$ cat src/bzt_pkg.sv
/*
 * bzt_pkg: register map, field positions, reset values, timing constants
 * and shared types of the buzzer tone generator.
 * Assumes a low-speed oscillator of nominally 32.768 kHz feeding the block.
 */
package bzt_pkg;

  // ***************************************************************
  // oscillator and timing
  // ***************************************************************
  localparam longint unsigned OSC_HZ         = 64'd32768;    // crystal, nominal
  localparam longint unsigned US_PER_S       = 64'd1000000;
  localparam longint unsigned SYNC_HZ        = 64'd256;      // burst start/stop grid
  localparam longint unsigned ENV_SHORT_US   = 64'd62500;    // 62.5 ms step
  localparam longint unsigned ENV_LONG_US    = 64'd125000;   // 125 ms step
  localparam longint unsigned BURST_SHORT_US = 64'd31250;    // 31.25 ms burst
  localparam longint unsigned BURST_LONG_US  = 64'd125000;   // 125 ms burst

  // counts in oscillator periods or in 256 Hz ticks, derived from the times
  localparam logic [6:0]  SYNC_DIV      = 7'(OSC_HZ / SYNC_HZ - 64'd1);
  localparam logic [11:0] ENV_SHORT_CNT = 12'(ENV_SHORT_US * OSC_HZ / US_PER_S - 64'd1);
  localparam logic [11:0] ENV_LONG_CNT  = 12'(ENV_LONG_US * OSC_HZ / US_PER_S - 64'd1);
  localparam logic [5:0]  BURST_SHORT   = 6'(BURST_SHORT_US * SYNC_HZ / US_PER_S - 64'd1);
  localparam logic [5:0]  BURST_LONG    = 6'(BURST_LONG_US * SYNC_HZ / US_PER_S - 64'd1);

  // ***************************************************************
  // register map (printed offsets are indices, byte address = 4 x index)
  // ***************************************************************
  localparam logic [15:0] IDX_TONE_ENV  = 16'hff6c;
  localparam logic [15:0] IDX_BURST     = 16'hff6d;
  localparam logic [15:0] IDX_FREQ      = 16'hff6e;
  localparam logic [15:0] IDX_DUTY      = 16'hff6f;
  localparam logic [31:0] ADDR_TONE_ENV = {14'h0000, IDX_TONE_ENV, 2'b00};
  localparam logic [31:0] ADDR_BURST    = {14'h0000, IDX_BURST, 2'b00};
  localparam logic [31:0] ADDR_FREQ     = {14'h0000, IDX_FREQ, 2'b00};
  localparam logic [31:0] ADDR_DUTY     = {14'h0000, IDX_DUTY, 2'b00};

  // field positions
  localparam int BIT_OUT_EN    = 0;
  localparam int BIT_ENV_EN    = 1;
  localparam int BIT_ENV_RST   = 2;
  localparam int BIT_ENV_STEP  = 3;
  localparam int BIT_OS_LEN    = 0;
  localparam int BIT_OS_TRIG   = 1;
  localparam int BIT_OS_ABORT  = 2;

  // reset values and lowest envelope level
  localparam logic       RST_BIT   = 1'b0;
  localparam logic [2:0] RST_FIELD = 3'h0;
  localparam logic [2:0] LEVEL_MIN = 3'h7;

  // ***************************************************************
  // types
  // ***************************************************************
  typedef struct packed {
    logic [2:0] freq;   // tone_frequency_select code
    logic [2:0] level;  // effective duty level code
  } bzt_tone_cfg_t;

  typedef enum logic [1:0] {
    BZT_IDLE,
    BZT_ARMED,
    BZT_RUN,
    BZT_CLOSING
  } bzt_burst_t;

endpackage : bzt_pkg

$ cat src/bzt_top.sv
/*
 * bzt_top: buzzer tone generator with envelope and one-shot burst,
 * reached by software over an AHB-Lite slave port.
 * Assumes a single hclk domain; the oscillator arrives as a raw pin and
 * the buzzer pin idles high.
 */
`timescale 1ns/1ps
module bzt_top (
  // clock and reset
  input  wire logic        hclk,
  input  wire logic        hresetn,
  // ahb-lite slave
  input  wire logic        hsel,
  input  wire logic [31:0] haddr,
  input  wire logic [1:0]  htrans,
  input  wire logic        hwrite,
  input  wire logic [2:0]  hsize,
  input  wire logic [31:0] hwdata,
  input  wire logic        hready,
  output logic             hreadyout,
  output logic             hresp,
  output logic [31:0]      hrdata,
  // oscillator and buzzer
  input  wire logic        low_speed_osc,
  output logic             buzzer_pin
);
  import bzt_pkg::*;

  // ***************************************************************
  // bus front end
  // ***************************************************************
  logic        wr_pend_r;
  logic        wr_pend_nxt;
  logic [31:0] wr_addr_r;
  logic [31:0] wr_addr_nxt;
  logic        rd_go;
  logic        wr_env;
  logic        wr_burst;
  logic        wr_freq;
  logic        wr_duty;
  logic [3:0]  wd;

  // address phase is taken when the bus is ready; hsize is not checked,
  // only whole-word transfers are expected
  always_comb begin
    rd_go       = hsel && htrans[1] && hready && !hwrite;
    wr_pend_nxt = hsel && htrans[1] && hready && hwrite;
    wr_addr_nxt = wr_pend_nxt ? haddr : wr_addr_r;
    wd          = hwdata[3:0];
    wr_env      = wr_pend_r && (wr_addr_r == ADDR_TONE_ENV);
    wr_burst    = wr_pend_r && (wr_addr_r == ADDR_BURST);
    wr_freq     = wr_pend_r && (wr_addr_r == ADDR_FREQ);
    wr_duty     = wr_pend_r && (wr_addr_r == ADDR_DUTY);
  end

  always_ff @(posedge hclk or negedge hresetn) begin
    if (!hresetn) begin
      wr_pend_r <= 1'b0;
      wr_addr_r <= 32'h0;
    end else begin
      wr_pend_r <= wr_pend_nxt;
      wr_addr_r <= wr_addr_nxt;
    end
  end

  // never stalls and always answers okay
  assign hreadyout = 1'b1;
  assign hresp     = 1'b0;

  // ***************************************************************
  // control registers
  // ***************************************************************
  logic       out_en_r;
  logic       out_en_nxt;
  logic       env_en_r;
  logic       env_en_nxt;
  logic       env_step_r;
  logic       env_step_nxt;
  logic       os_len_r;
  logic       os_len_nxt;
  logic [2:0] freq_r;
  logic [2:0] freq_nxt;
  logic [2:0] duty_r;
  logic [2:0] duty_nxt;

  // bit 3 of burst, frequency and duty writes is dropped
  always_comb begin
    out_en_nxt   = wr_env   ? wd[BIT_OUT_EN]   : out_en_r;
    env_en_nxt   = wr_env   ? wd[BIT_ENV_EN]   : env_en_r;
    env_step_nxt = wr_env   ? wd[BIT_ENV_STEP] : env_step_r;
    os_len_nxt   = wr_burst ? wd[BIT_OS_LEN]   : os_len_r;
    freq_nxt     = wr_freq  ? wd[2:0]          : freq_r;
    duty_nxt     = wr_duty  ? wd[2:0]          : duty_r;
  end

  always_ff @(posedge hclk or negedge hresetn) begin
    if (!hresetn) begin
      out_en_r   <= RST_BIT;
      env_en_r   <= RST_BIT;
      env_step_r <= RST_BIT;
      os_len_r   <= RST_BIT;
      freq_r     <= RST_FIELD;
      duty_r     <= RST_FIELD;
    end else begin
      out_en_r   <= out_en_nxt;
      env_en_r   <= env_en_nxt;
      env_step_r <= env_step_nxt;
      os_len_r   <= os_len_nxt;
      freq_r     <= freq_nxt;
      duty_r     <= duty_nxt;
    end
  end

  // ***************************************************************
  // tone generator and 256 Hz grid
  // ***************************************************************
  bzt_tone_cfg_t tone_cfg;
  logic          osc_rise;
  logic          tone_wave;
  logic [6:0]    grid_r;
  logic [6:0]    grid_nxt;
  logic          tick256;

  // frequencies and times all follow the oscillator, whatever its rate
  always_comb begin
    tick256  = osc_rise && (grid_r == SYNC_DIV);
    grid_nxt = osc_rise ? 7'(grid_r + 7'h1) : grid_r;
  end

  always_ff @(posedge hclk or negedge hresetn) begin
    if (!hresetn) begin
      grid_r <= 7'h0;
    end else begin
      grid_r <= grid_nxt;
    end
  end

  bzt_tone_gen u_tone (
    .hclk          (hclk),
    .hresetn       (hresetn),
    .low_speed_osc (low_speed_osc),
    .cfg           (tone_cfg),
    .osc_rise      (osc_rise),
    .tone_wave     (tone_wave)
  );

  // ***************************************************************
  // one-shot burst
  // ***************************************************************
  bzt_burst_t bst_r;
  bzt_burst_t bst_nxt;
  logic       burst_on_r;
  logic       burst_on_nxt;
  logic [5:0] bcnt_r;
  logic [5:0] bcnt_nxt;
  logic       trig_ok;
  logic       abort_ok;

  // requests are only latched here; output changes wait for the grid
  always_comb begin
    trig_ok      = wr_burst && wd[BIT_OS_TRIG] && !out_en_r;
    abort_ok     = wr_burst && wd[BIT_OS_ABORT] && (bst_r != BZT_IDLE);
    bst_nxt      = bst_r;
    burst_on_nxt = burst_on_r;
    bcnt_nxt     = bcnt_r;
    if (tick256) begin
      unique case (bst_r)
        BZT_IDLE: begin
          burst_on_nxt = 1'b0;
        end
        BZT_ARMED: begin
          bst_nxt      = BZT_RUN;
          burst_on_nxt = 1'b1;
          bcnt_nxt     = os_len_r ? BURST_LONG : BURST_SHORT;
        end
        BZT_RUN: begin
          if (bcnt_r == 6'h0) begin
            bst_nxt      = BZT_IDLE;
            burst_on_nxt = 1'b0;
          end else begin
            bcnt_nxt = 6'(bcnt_r - 6'h1);
          end
        end
        BZT_CLOSING: begin
          bst_nxt      = BZT_IDLE;
          burst_on_nxt = 1'b0;
        end
      endcase
    end
    // a write landing on the grid tick overrides its state change, not burst_on_r or bcnt_r; abort beats trigger
    if (abort_ok) begin
      bst_nxt = BZT_CLOSING;
    end else if (trig_ok) begin
      bst_nxt = BZT_ARMED;
    end
  end

  always_ff @(posedge hclk or negedge hresetn) begin
    if (!hresetn) begin
      bst_r      <= BZT_IDLE;
      burst_on_r <= 1'b0;
      bcnt_r     <= 6'h0;
    end else begin
      bst_r      <= bst_nxt;
      burst_on_r <= burst_on_nxt;
      bcnt_r     <= bcnt_nxt;
    end
  end

  // ***************************************************************
  // digital envelope
  // ***************************************************************
  logic        out_prev_r;
  logic [2:0]  env_lvl_r;
  logic [2:0]  env_lvl_nxt;
  logic [11:0] env_cnt_r;
  logic [11:0] env_cnt_nxt;
  logic        env_restart;
  logic        tone_on;

  always_comb begin
    tone_on     = out_en_r || burst_on_r;
    // restart on enable edge, or on request while envelope or tone is on
    env_restart = (out_en_r && !out_prev_r)
               || (wr_env && wd[BIT_ENV_RST] && (env_en_r || tone_on));
    env_lvl_nxt = env_lvl_r;
    env_cnt_nxt = env_cnt_r;
    if (env_restart) begin
      env_lvl_nxt = RST_FIELD;
      env_cnt_nxt = 12'h0;
    end else if (osc_rise && env_en_r && out_en_r) begin
      if (env_cnt_r >= (env_step_r ? ENV_LONG_CNT : ENV_SHORT_CNT)) begin
        env_cnt_nxt = 12'h0;
        env_lvl_nxt = (env_lvl_r == LEVEL_MIN) ? LEVEL_MIN : 3'(env_lvl_r + 3'h1);
      end else begin
        env_cnt_nxt = 12'(env_cnt_r + 12'h1);
      end
    end
    // bursts never carry the envelope, only the chosen duty
    tone_cfg.freq  = freq_r;
    tone_cfg.level = (env_en_r && out_en_r) ? env_lvl_r : duty_r;
  end

  always_ff @(posedge hclk or negedge hresetn) begin
    if (!hresetn) begin
      out_prev_r <= 1'b0;
      env_lvl_r  <= RST_FIELD;
      env_cnt_r  <= 12'h0;
    end else begin
      out_prev_r <= out_en_r;
      env_lvl_r  <= env_lvl_nxt;
      env_cnt_r  <= env_cnt_nxt;
    end
  end

  // ***************************************************************
  // buzzer pin and read data
  // ***************************************************************
  logic        pin_r;
  logic        pin_nxt;
  logic [31:0] rdata_r;
  logic [31:0] rdata_nxt;

  // the enable gates the running tone directly, so switching may leave a
  // short pulse on the pin; software must tolerate it
  always_comb begin
    pin_nxt   = tone_on ? tone_wave : 1'b1;
    rdata_nxt = rdata_r;
    if (rd_go) begin
      unique case (haddr)
        ADDR_TONE_ENV: rdata_nxt = {28'h0, env_step_nxt, 1'b0,
                                    env_en_nxt, out_en_nxt};
        ADDR_BURST:    rdata_nxt = {30'h0, bst_nxt != BZT_IDLE,
                                    os_len_nxt};
        ADDR_FREQ:     rdata_nxt = {29'h0, freq_nxt};
        ADDR_DUTY:     rdata_nxt = {29'h0, duty_nxt};
        default:       rdata_nxt = 32'h0;
      endcase
    end
  end

  always_ff @(posedge hclk or negedge hresetn) begin
    if (!hresetn) begin
      pin_r   <= 1'b1;
      rdata_r <= 32'h0;
    end else begin
      pin_r   <= pin_nxt;
      rdata_r <= rdata_nxt;
    end
  end

  assign buzzer_pin = pin_r;
  assign hrdata     = rdata_r;

  // ***************************************************************
  // checks
  // ***************************************************************
  a_pin_idle_high: assert property (@(posedge hclk) disable iff (!hresetn)
    (!out_en_r && !burst_on_r) |=> buzzer_pin) else $error("pin not high at idle");

  a_burst_start_grid: assert property (@(posedge hclk) disable iff (!hresetn)
    $rose(burst_on_r) |-> $past(tick256)) else $error("burst started off grid");

  a_burst_stop_grid: assert property (@(posedge hclk) disable iff (!hresetn)
    $fell(burst_on_r) |-> $past(tick256)) else $error("burst stopped off grid");

  a_trig_when_on: assert property (@(posedge hclk) disable iff (!hresetn)
    (bst_r == BZT_IDLE && wr_burst && out_en_r && !wd[BIT_OS_ABORT])
      |=> bst_r == BZT_IDLE) else $error("trigger taken while output enabled");

  a_busy_covers: assert property (@(posedge hclk) disable iff (!hresetn)
    burst_on_r |-> bst_r != BZT_IDLE) else $error("burst on while status ready");

  a_abort_ends: assert property (@(posedge hclk) disable iff (!hresetn)
    (bst_r == BZT_CLOSING && tick256 && !trig_ok && !abort_ok)
      |=> !burst_on_r && bst_r == BZT_IDLE)
    else $error("abort did not end burst");

  a_env_start_max: assert property (@(posedge hclk) disable iff (!hresetn)
    $rose(out_en_r) |=> env_lvl_r == 3'h0) else $error("envelope not at maximum");

  a_env_hold_min: assert property (@(posedge hclk) disable iff (!hresetn)
    (env_lvl_r == LEVEL_MIN && !env_restart) |=> env_lvl_r == LEVEL_MIN)
    else $error("envelope left minimum level");

  a_duty_source: assert property (@(posedge hclk) disable iff (!hresetn)
    (env_en_r && out_en_r && wr_duty) |=> tone_cfg.level == env_lvl_r)
    else $error("duty code used while envelope on");

  a_unused_zero: assert property (@(posedge hclk) disable iff (!hresetn)
    rd_go |=> hrdata[3] == 1'b0 || $past(haddr) == ADDR_TONE_ENV)
    else $error("unused bit three read as one");

endmodule : bzt_top

$ cat src/bzt_tone_gen.sv
/*
 * bzt_tone_gen: synchronises the low-speed oscillator into hclk and
 * divides its half periods into the selected tone and duty.
 * Assumes low_speed_osc is asynchronous and much slower than hclk.
 */
`timescale 1ns/1ps
module bzt_tone_gen (
  // clock and reset
  input  wire logic                 hclk,
  input  wire logic                 hresetn,
  // oscillator pin
  input  wire logic                 low_speed_osc,
  // tone setting
  input  wire bzt_pkg::bzt_tone_cfg_t cfg,
  // results
  output logic                      osc_rise,
  output logic                      tone_wave
);
  import bzt_pkg::*;

  // ***************************************************************
  // oscillator synchroniser
  // ***************************************************************
  logic [2:0] sync_r;
  logic       osc_lvl_r;
  logic       osc_lvl_nxt;
  logic       osc_edge;

  // a change counts only once the second and third stages agree
  always_comb begin
    osc_edge    = (sync_r[1] == sync_r[2]) && (sync_r[2] != osc_lvl_r);
    osc_lvl_nxt = osc_edge ? sync_r[2] : osc_lvl_r;
  end

  always_ff @(posedge hclk or negedge hresetn) begin
    if (!hresetn) begin
      sync_r    <= 3'h0;
      osc_lvl_r <= 1'b0;
    end else begin
      sync_r    <= {sync_r[1:0], low_speed_osc};
      osc_lvl_r <= osc_lvl_nxt;
    end
  end

  assign osc_rise = osc_edge && sync_r[2];

  // ***************************************************************
  // tone divider, counted in oscillator half periods
  // ***************************************************************
  logic [5:0] ph_r;
  logic [5:0] ph_nxt;
  logic [5:0] period;
  logic [5:0] active;
  logic [3:0] numer;
  logic       wave_r;
  logic       wave_nxt;

  // half periods 16/20/24/28, doubled for the upper four codes
  always_comb begin
    period   = 6'(({2'b00, cfg.freq[1:0]} << 2) + 4'h0) + 6'h10;
    period   = cfg.freq[2] ? 6'(period << 1) : period;
    numer    = cfg.freq[1] ? 4'hc : 4'h8;
    active   = 6'(numer - {1'b0, cfg.level});
    active   = cfg.freq[2] ? 6'(active << 1) : active;
    ph_nxt   = ph_r;
    if (osc_edge) begin
      ph_nxt = (ph_r >= period - 6'h1) ? 6'h0 : 6'(ph_r + 6'h1);
    end
    // low while active: a piezo between pin and supply sounds on low
    wave_nxt = !(ph_nxt < active);
  end

  always_ff @(posedge hclk or negedge hresetn) begin
    if (!hresetn) begin
      ph_r   <= 6'h0;
      wave_r <= 1'b0;  // phase 0 lies in the active part; the pin idles high elsewhere
    end else begin
      ph_r   <= ph_nxt;
      wave_r <= wave_nxt;
    end
  end

  assign tone_wave = wave_r;

  // ***************************************************************
  // checks
  // ***************************************************************
  a_phase_bound: assert property (@(posedge hclk) disable iff (!hresetn)
    ph_r < 6'h38) else $error("tone phase beyond longest period");

  a_wave_duty: assert property (@(posedge hclk) disable iff (!hresetn)
    (ph_r == 6'h0) |-> !wave_r) else $error("tone not active at period start");

endmodule : bzt_tone_gen

$ cat config.mk
export PLATFORM = sky130hd
export DESIGN_NAME = bzt_top
export DESIGN_NICKNAME = d
export VERILOG_FILES = /design/src/bzt_pkg.sv /design/src/bzt_top.sv /design/src/bzt_tone_gen.sv
export SDC_FILE = /design/constraint.sdc
export NUM_CORES = 1
export LEC_CHECK = 0
export BUFFER_PORTS_ARGS = -buffer_cell sky130_fd_sc_hd__buf_2
export CORE_MARGIN = 3
export CORE_UTILIZATION = 55
export CTS_CLUSTER_DIAMETER = 30
export DETAILED_ROUTE_END_ITERATION = 8
export MAX_ROUTING_LAYER = met4
export PLACE_DENSITY = 0.79
export SLEW_MARGIN = 0
export SYNTH_ARGS = -nofsm -noshare
export SYNTH_HDL_FRONTEND = slang
export SYNTH_SLANG_ARGS = --single-unit
$ cat constraint.sdc
create_clock -name hclk -period 3.9 [get_ports hclk]
set_clock_uncertainty 0.05 [all_clocks]
set_input_delay 0.195 -clock hclk [delete_from_list [all_inputs] [get_ports hclk]]
set_output_delay 0.195 -clock hclk [all_outputs]
set_load 0.01 [all_outputs]
* Word-level counts from Yosys, hierarchy flattened
Index checks and enable logic that the tools add are counted.
** Storage, ports and cells
- Output and inout port bits :: 35
- Register bits :: 119
- Bits of input ports :: 75
- Word-level logic and storage cells :: 120
** Operators by class
- Muxes and demuxes :: 32
- Add/sub/neg operators :: 8
- Order comparisons :: 3
- Reduce and logical (&&, ||, !) cells :: 39
- Equality and inequality tests :: 17
** Operators with widths (count)
- $eq 32x18->1 const B :: 8
- $mux 12 :: 4
- $mux 6 :: 5
- $mux 3 :: 8
- $logic_and 1x1->1 :: 21
- $pmux 4 s4 :: 1
- $add 12x1->12 const B :: 1
- $ge 12x12->1 :: 1
- $pmux 6 s2 :: 1
- $sub 6x1->6 const B :: 2
- $reduce_bool 2->1 :: 5
- $mux 2 :: 4
- $add 7x1->7 const B :: 1
- $eq 7x7->1 const B :: 1
- $add 4x5->6 const B :: 1
- $add 6x1->6 const B :: 1
- $ge 6x6->1 :: 1
- $logic_not 6->1 :: 1
- $lt 6x6->1 :: 1
- $mux 1 :: 6
- $pmux 2 s3 :: 1
- $mux 5 :: 1
- $sub 4x3->5 :: 1
- $eq 2x2->1 const B :: 2
- 13 further kinds :: 20

* Logic depth before layout (Yosys ltp)
- Depth after elaboration :: 9
- Mapped depth :: 15
- Depth with buffers taken out :: 14

* Cells and area by module
From an unflattened synthesis, not the netlist that was laid out.
** Second synthesis, totals
- Cells, all modules :: 536
- Area total of the unflattened synthesis :: 4943.5 um^2
** Modules (own cells, without submodules)
- bzt_top :: times used 1, cells an instance 444, seq. area each 2003.2 um^2, area an instance 4105.2 um^2
- bzt_tone_gen :: times used 1, cells an instance 92, seq. area each 275.3 um^2, area an instance 838.3 um^2

* Worst setup path after synthesis
Ideal clock, no wire load.
- Path type :: register to register
- From :: register freq_r[2]
- To :: register u_tone.wave_r (netlist: u_tone.tone_wave)
- Arrival :: 2.760 ns
- Cell stages (with the launch flop) :: 14
- Path slack :: 0.952 ns
- Path through :: dfrtp_1 -> clkbuf_1 -> mux2i_1 -> ha_1 -> ha_1 -> a21o_1 -> a21o_1 -> a21oi_1 -> nor2_1 -> nor2_1 -> ha_1 -> a21o_1 -> a21oi_1 -> o211ai_1
** Between the ends
- Cells in the longest elaborated chain, start to end :: 7
** RTL lines
- start, declared :: RTL line bzt_top.sv:81 : logic [2:0] freq_r;
- start signal, assigned :: RTL line bzt_top.sv:109 : freq_r <= freq_nxt;
- $mux 6 :: RTL line bzt_tone_gen.sv:61 : period = cfg.freq[2] ? 6'(period << 1) : period;
- $sub 6x1->6 :: RTL line bzt_tone_gen.sv:67 : ph_nxt = (ph_r >= period - 6'h1) ? 6'h0 : 6'(ph_r + 6'h1);
- $ge 6x6->1 :: RTL line bzt_tone_gen.sv:67
- $mux 6 :: RTL line bzt_tone_gen.sv:67
- $mux 6 :: RTL line bzt_tone_gen.sv:66 : if (osc_edge) begin
- net u_tone.ph_nxt[3] :: RTL line bzt_tone_gen.sv:51 : logic [5:0] ph_nxt;
- $lt 6x6->1 :: RTL line bzt_tone_gen.sv:70 : wave_nxt = !(ph_nxt < active);
- $logic_not 1->1 :: RTL line bzt_tone_gen.sv:70
- net u_tone.wave_nxt :: RTL line bzt_tone_gen.sv:56 : logic wave_nxt;
- end signal, assigned :: RTL line bzt_tone_gen.sv:79 : wave_r <= wave_nxt;
- end, declared :: RTL line bzt_tone_gen.sv:55 : logic wave_r;
The timed path passes the listed nets, and every way through them passes these cells.
A chain may end at the register's enable or synchronous reset.

* Worst setup path after layout
Ends and elaborated chain as after synthesis.

==> impl_summary.md <==
Status
The run finished, with violations left. The checks that failed: hold timing.

Setup path
The biggest cell delay along the critical path is 0.54 ns. The highest net fanout along the worst path is 11. Data on the critical path is required at its endpoint by 4.06 ns. The cell seen most often among critical-path stages is sky130_fd_sc_hd__ha_1.

The worst setup path is launched from a register. The master of the slowest instance on the critical path is sky130_fd_sc_hd__dfrtp_1. For the worst setup path, the data arrival time is 3.39 ns.

By startpoint and endpoint, the worst setup path is classified as reg2reg. The critical path capture point type is a register. The number of cells on the worst reg-to-reg path is 11.

The category of cells accounting for the largest share of critical-path delay is compound AO/OA/AOI/OAI gates. The capture point of the worst reg-to-reg path is u_tone.tone_wave. Tracing the worst setup path back leads to its startpoint at freq_r[2]. The origin of the critical flop-to-flop path is freq_r[2]. Setup slack on the worst reg-to-reg path comes out at 0.67 ns. Counting both buffers and inverters, the worst setup path holds a total of 0. The signal on the critical path passes through mux2i_1, ha_1, ha_1, a21o_1, a21o_1, a21oi_1, nand2b_1, o21ai_0, ha_1, o2111ai_1, o211ai_1.

Finish
The utilization after layout is 0.625. The repair_antennas step left the layout with diodes totalling 0. The number of fill cells is 753. In the final layout, the share of cells above drive strength 1 is 0.161.

The number of nets in the layout is 689. The finished cells cover 5530 um^2. The area growth from synthesis to layout is 9.14%.

CTS
TritonCTS built the clock tree. Clock-pin slew was measured on the worst setup and hold paths at 0.09 ns. Buffers added to address setup during post-CTS repair amount to 0. The cell at the root of the clock tree is sky130_fd_sc_hd__clkbuf_8. The source-to-sink clock delay at the later pin of the worst-skew pair is 0.35 ns.

The maximum root-to-sink buffer count is 2. The clock tree synthesis step divided the H-tree into 3 levels. CTS saw 91 sinks. Counting the buffers created by CTS gives 9. In this run, post-CTS repair resized a total of 0 instances.

Place
Prior to clock tree synthesis, the placed netlist has a worst setup slack of 0.666 ns. The number of port buffers is 47. The HPWL after detailed placement is 7.81 mm. The global placer's final weighted congestion is 0.860. The total cell area at the placement stage is 5240 um^2.

Timing
Setup repair after global routing left no endpoint under its margin. The hold violation total from the final report was 1. The final critical-path required period is 3.23 ns. The final max-slew violation count is 0. The slack of the critical path is 0.669 ns. Of the available clock period, the critical path in the final layout requires 0.828. The total of endpoints with negative setup slack in the final report is 0.

The achievable clock frequency is 309 MHz. On the final layout, the worst hold slack is -0.0000495 ns. The actual transition at the worst max-transition pin is 0.841 ns. The relative slew slack is 0.439. Adding up every negative setup slack in the final design gives 0 ns.

Synth
The synthesized design contains 91 register bits. The cell area after synthesis is 5060 um^2. Each instance of the synthesized netlist takes up on average 9.26 um^2. Of all cell types, the one taking the most synthesized area is sky130_fd_sc_hd__dfrtp_1. The area share of the leading cell type in the synthesized netlist is 0.445. The post-synthesis sequential area ratio is 0.450. By area the synthesized netlist is led by sky130_fd_sc_hd__dfrtp_1, sky130_fd_sc_hd__nand2_1, sky130_fd_sc_hd__buf_4, sky130_fd_sc_hd__ha_1, sky130_fd_sc_hd__o21ai_0. In the synthesized netlist, the number of instances is 547. The main flop type after synthesis is sky130_fd_sc_hd__dfrtp_1. The synthesized netlist contains 65 unique library cells. sky130_fd_sc_hd__nand2_1 is the most common cell in the netlist.

In this run, synthesis inferred 0 flip-flops with an integrated enable. After synthesis, the most frequently instantiated cells are sky130_fd_sc_hd__nand2_1, sky130_fd_sc_hd__dfrtp_1, sky130_fd_sc_hd__nor2_1, sky130_fd_sc_hd__o21ai_0, sky130_fd_sc_hd__buf_4. The Yosys warning count is 0. The share of synthesized registers carrying an async set or reset is 1.00.

Power
The worst IR drop on VDD is 0.208 mV. The leakage power figure is 0.00267 uW. In this run the power density over the cells is 380 nW/um^2.

Global routing
The global-route wire length before repair is 18.3 mm. The number of global-route vias before repair was 3936. After global routing the overflow that remains totals 0. Entering global routing, the biggest net connects 63 pins. The number of antenna violations at the first check in global routing is 0.

For this run, the total global-route usage over all layers was measured as 0.225.

Route
The remaining routing DRC violations is 0. The detailed router finished its first iteration with 277 violations. Once detail routing completed, the nets flagged for antenna violations numbered 0. The total via count after detailed routing is 4100. The first detailed-routing pass ran for 5 iterations. Dividing the detail-routed via count by the number of cells gives 5.78. The sum of routed wire length over all layers is 10.5 mm.

Dividing the detail-routed wire length by the instance count gives 14.8 um.

Worst hold path
In this run the most critical hold path is launched from haddr[13]. The path with the worst hold slack has its endpoint at wr_addr_r[13]. The worst hold path depth is 3. The path class of the tightest hold or removal check is in2reg.

Floorplan
110 I/O pins were placed. For this configuration, the core starts out at a cell density of 0.572. Row generation in the floorplan step produced 34 rows. The die covers 10400 um^2. The floorplan step set the die width to 102 um. The floorplan step defined a core boundary enclosing 8850 um^2. The die is 102 um tall.

Flow run
Across the run, the number of max-cap violations was 0.
power breakdown:
| part | total, uW | switching (uW) | leakage (uW) | internal, uW |
|---|---|---|---|---|
| Combinational | 339 | 185 | 0.00148 | 155 |
| Sequential | 1170 | 113 | 0.00110 | 1060 |
| Clock | 594 | 327 | 0.0000915 | 268 |
| Total | 2100 | 624 | 0.00267 | 1480 |
state kept, by name (all words and copies together) (netlist names), 2 cells and up:
signal         cells
wr_addr_r         32
env_cnt_r         12
grid_r             7
bcnt_r             6
u_tone.ph_r        6
hrdata             4
duty_r             3
env_lvl_r          3
freq_r             3
u_tone.sync_r      3
bst_r              2
worst register-to-register path: stages (launching register included):
cell                        delay, ns
sky130_fd_sc_hd__dfrtp_1         0.54
sky130_fd_sc_hd__mux2i_1         0.27
sky130_fd_sc_hd__ha_1            0.26
sky130_fd_sc_hd__ha_1            0.28
sky130_fd_sc_hd__a21o_1          0.16
sky130_fd_sc_hd__a21o_1          0.18
sky130_fd_sc_hd__a21oi_1         0.37
sky130_fd_sc_hd__nand2b_1        0.15
sky130_fd_sc_hd__o21ai_0         0.29
sky130_fd_sc_hd__ha_1            0.28
sky130_fd_sc_hd__o2111ai_1       0.11
sky130_fd_sc_hd__o211ai_1        0.15
kinds of logic after synthesis:
kind of cell,synth area share
adder cells (fa/ha/maj),0.0465
XOR/XNOR,0.0208
flip-flops,0.450
other,0.00148
AO/OA/AOI/OAI,0.112
buffers and inverters,0.0734
AND/OR/NAND/NOR,0.263
multiplexers,0.0324
layout by cell type, fill, tap and decap left out, types with 9 or more instances in the layout:
| cell | instances |
|---|---|
| sky130_fd_sc_hd__conb_1 | 30 |
| sky130_fd_sc_hd__clkbuf_8 | 11 |
| sky130_fd_sc_hd__dfrtp_1 | 90 |
| sky130_fd_sc_hd__nor4_1 | 9 |
| sky130_fd_sc_hd__dlygate4sd3_1 | 10 |
| sky130_fd_sc_hd__and3_1 | 9 |
| sky130_fd_sc_hd__buf_2 | 46 |
| sky130_fd_sc_hd__nand2_1 | 119 |
| sky130_fd_sc_hd__nor3_1 | 11 |
| sky130_fd_sc_hd__mux2_2 | 11 |
| sky130_fd_sc_hd__nor2_1 | 33 |
| sky130_fd_sc_hd__nand3_1 | 11 |
| sky130_fd_sc_hd__ha_1 | 18 |
| sky130_fd_sc_hd__o21ai_0 | 32 |
| sky130_fd_sc_hd__a21oi_1 | 23 |
| sky130_fd_sc_hd__inv_1 | 14 |
timing repair:
action	CTS	global route
endpoints found under the setup margin	0	0
hold buffers	10	0
endpoints found under the hold margin	69	0
stage by stage:
stage	total power [uW]	std cells
2_1_floorplan	1420	575
3_3_place_gp	1490	683
3_5_place_dp	1520	683
4_1_cts	2110	709
5_1_grt	2240	709
6_report	2100	709
routing by layer:
| layer | routed length (um) | vias to the layer above | global-route usage |
|---|---|---|---|
| li1 | - | 1964 | - |
| met1 | 4720 | 1987 | 0.306 |
| met2 | 5150 | 139 | 0.363 |
| met3 | 559 | 10 | 0.0348 |
| met4 | 73 | 0 | 0.0434 |
| met5 | 0 | - | - |
area by class of cell:
| type | instances | area [um^2] | area share |
|---|---|---|---|
| tap | 108 | 135 | 0.0245 |
| clock buffer | 11 | 151 | 0.0274 |
| sequential | 91 | 2280 | 0.412 |
| timing repair buffer | 59 | 353 | 0.0638 |
| multi-input combinational | 421 | 2520 | 0.456 |
| clock inverter | 5 | 37.5 | 0.00679 |
| inverter | 14 | 52.6 | 0.00951 |
worst max-delay path by stage:
stage / endpoint / depth (start not counted)
after floorplan: u_tone.tone_wave / 13
after global placement: u_tone.tone_wave / 12
after detailed placement: u_tone.tone_wave / 11
after CTS: u_tone.tone_wave / 11
after global routing: u_tone.tone_wave / 11
final: u_tone.tone_wave / 11
Power figures use the tool's default switching activity.
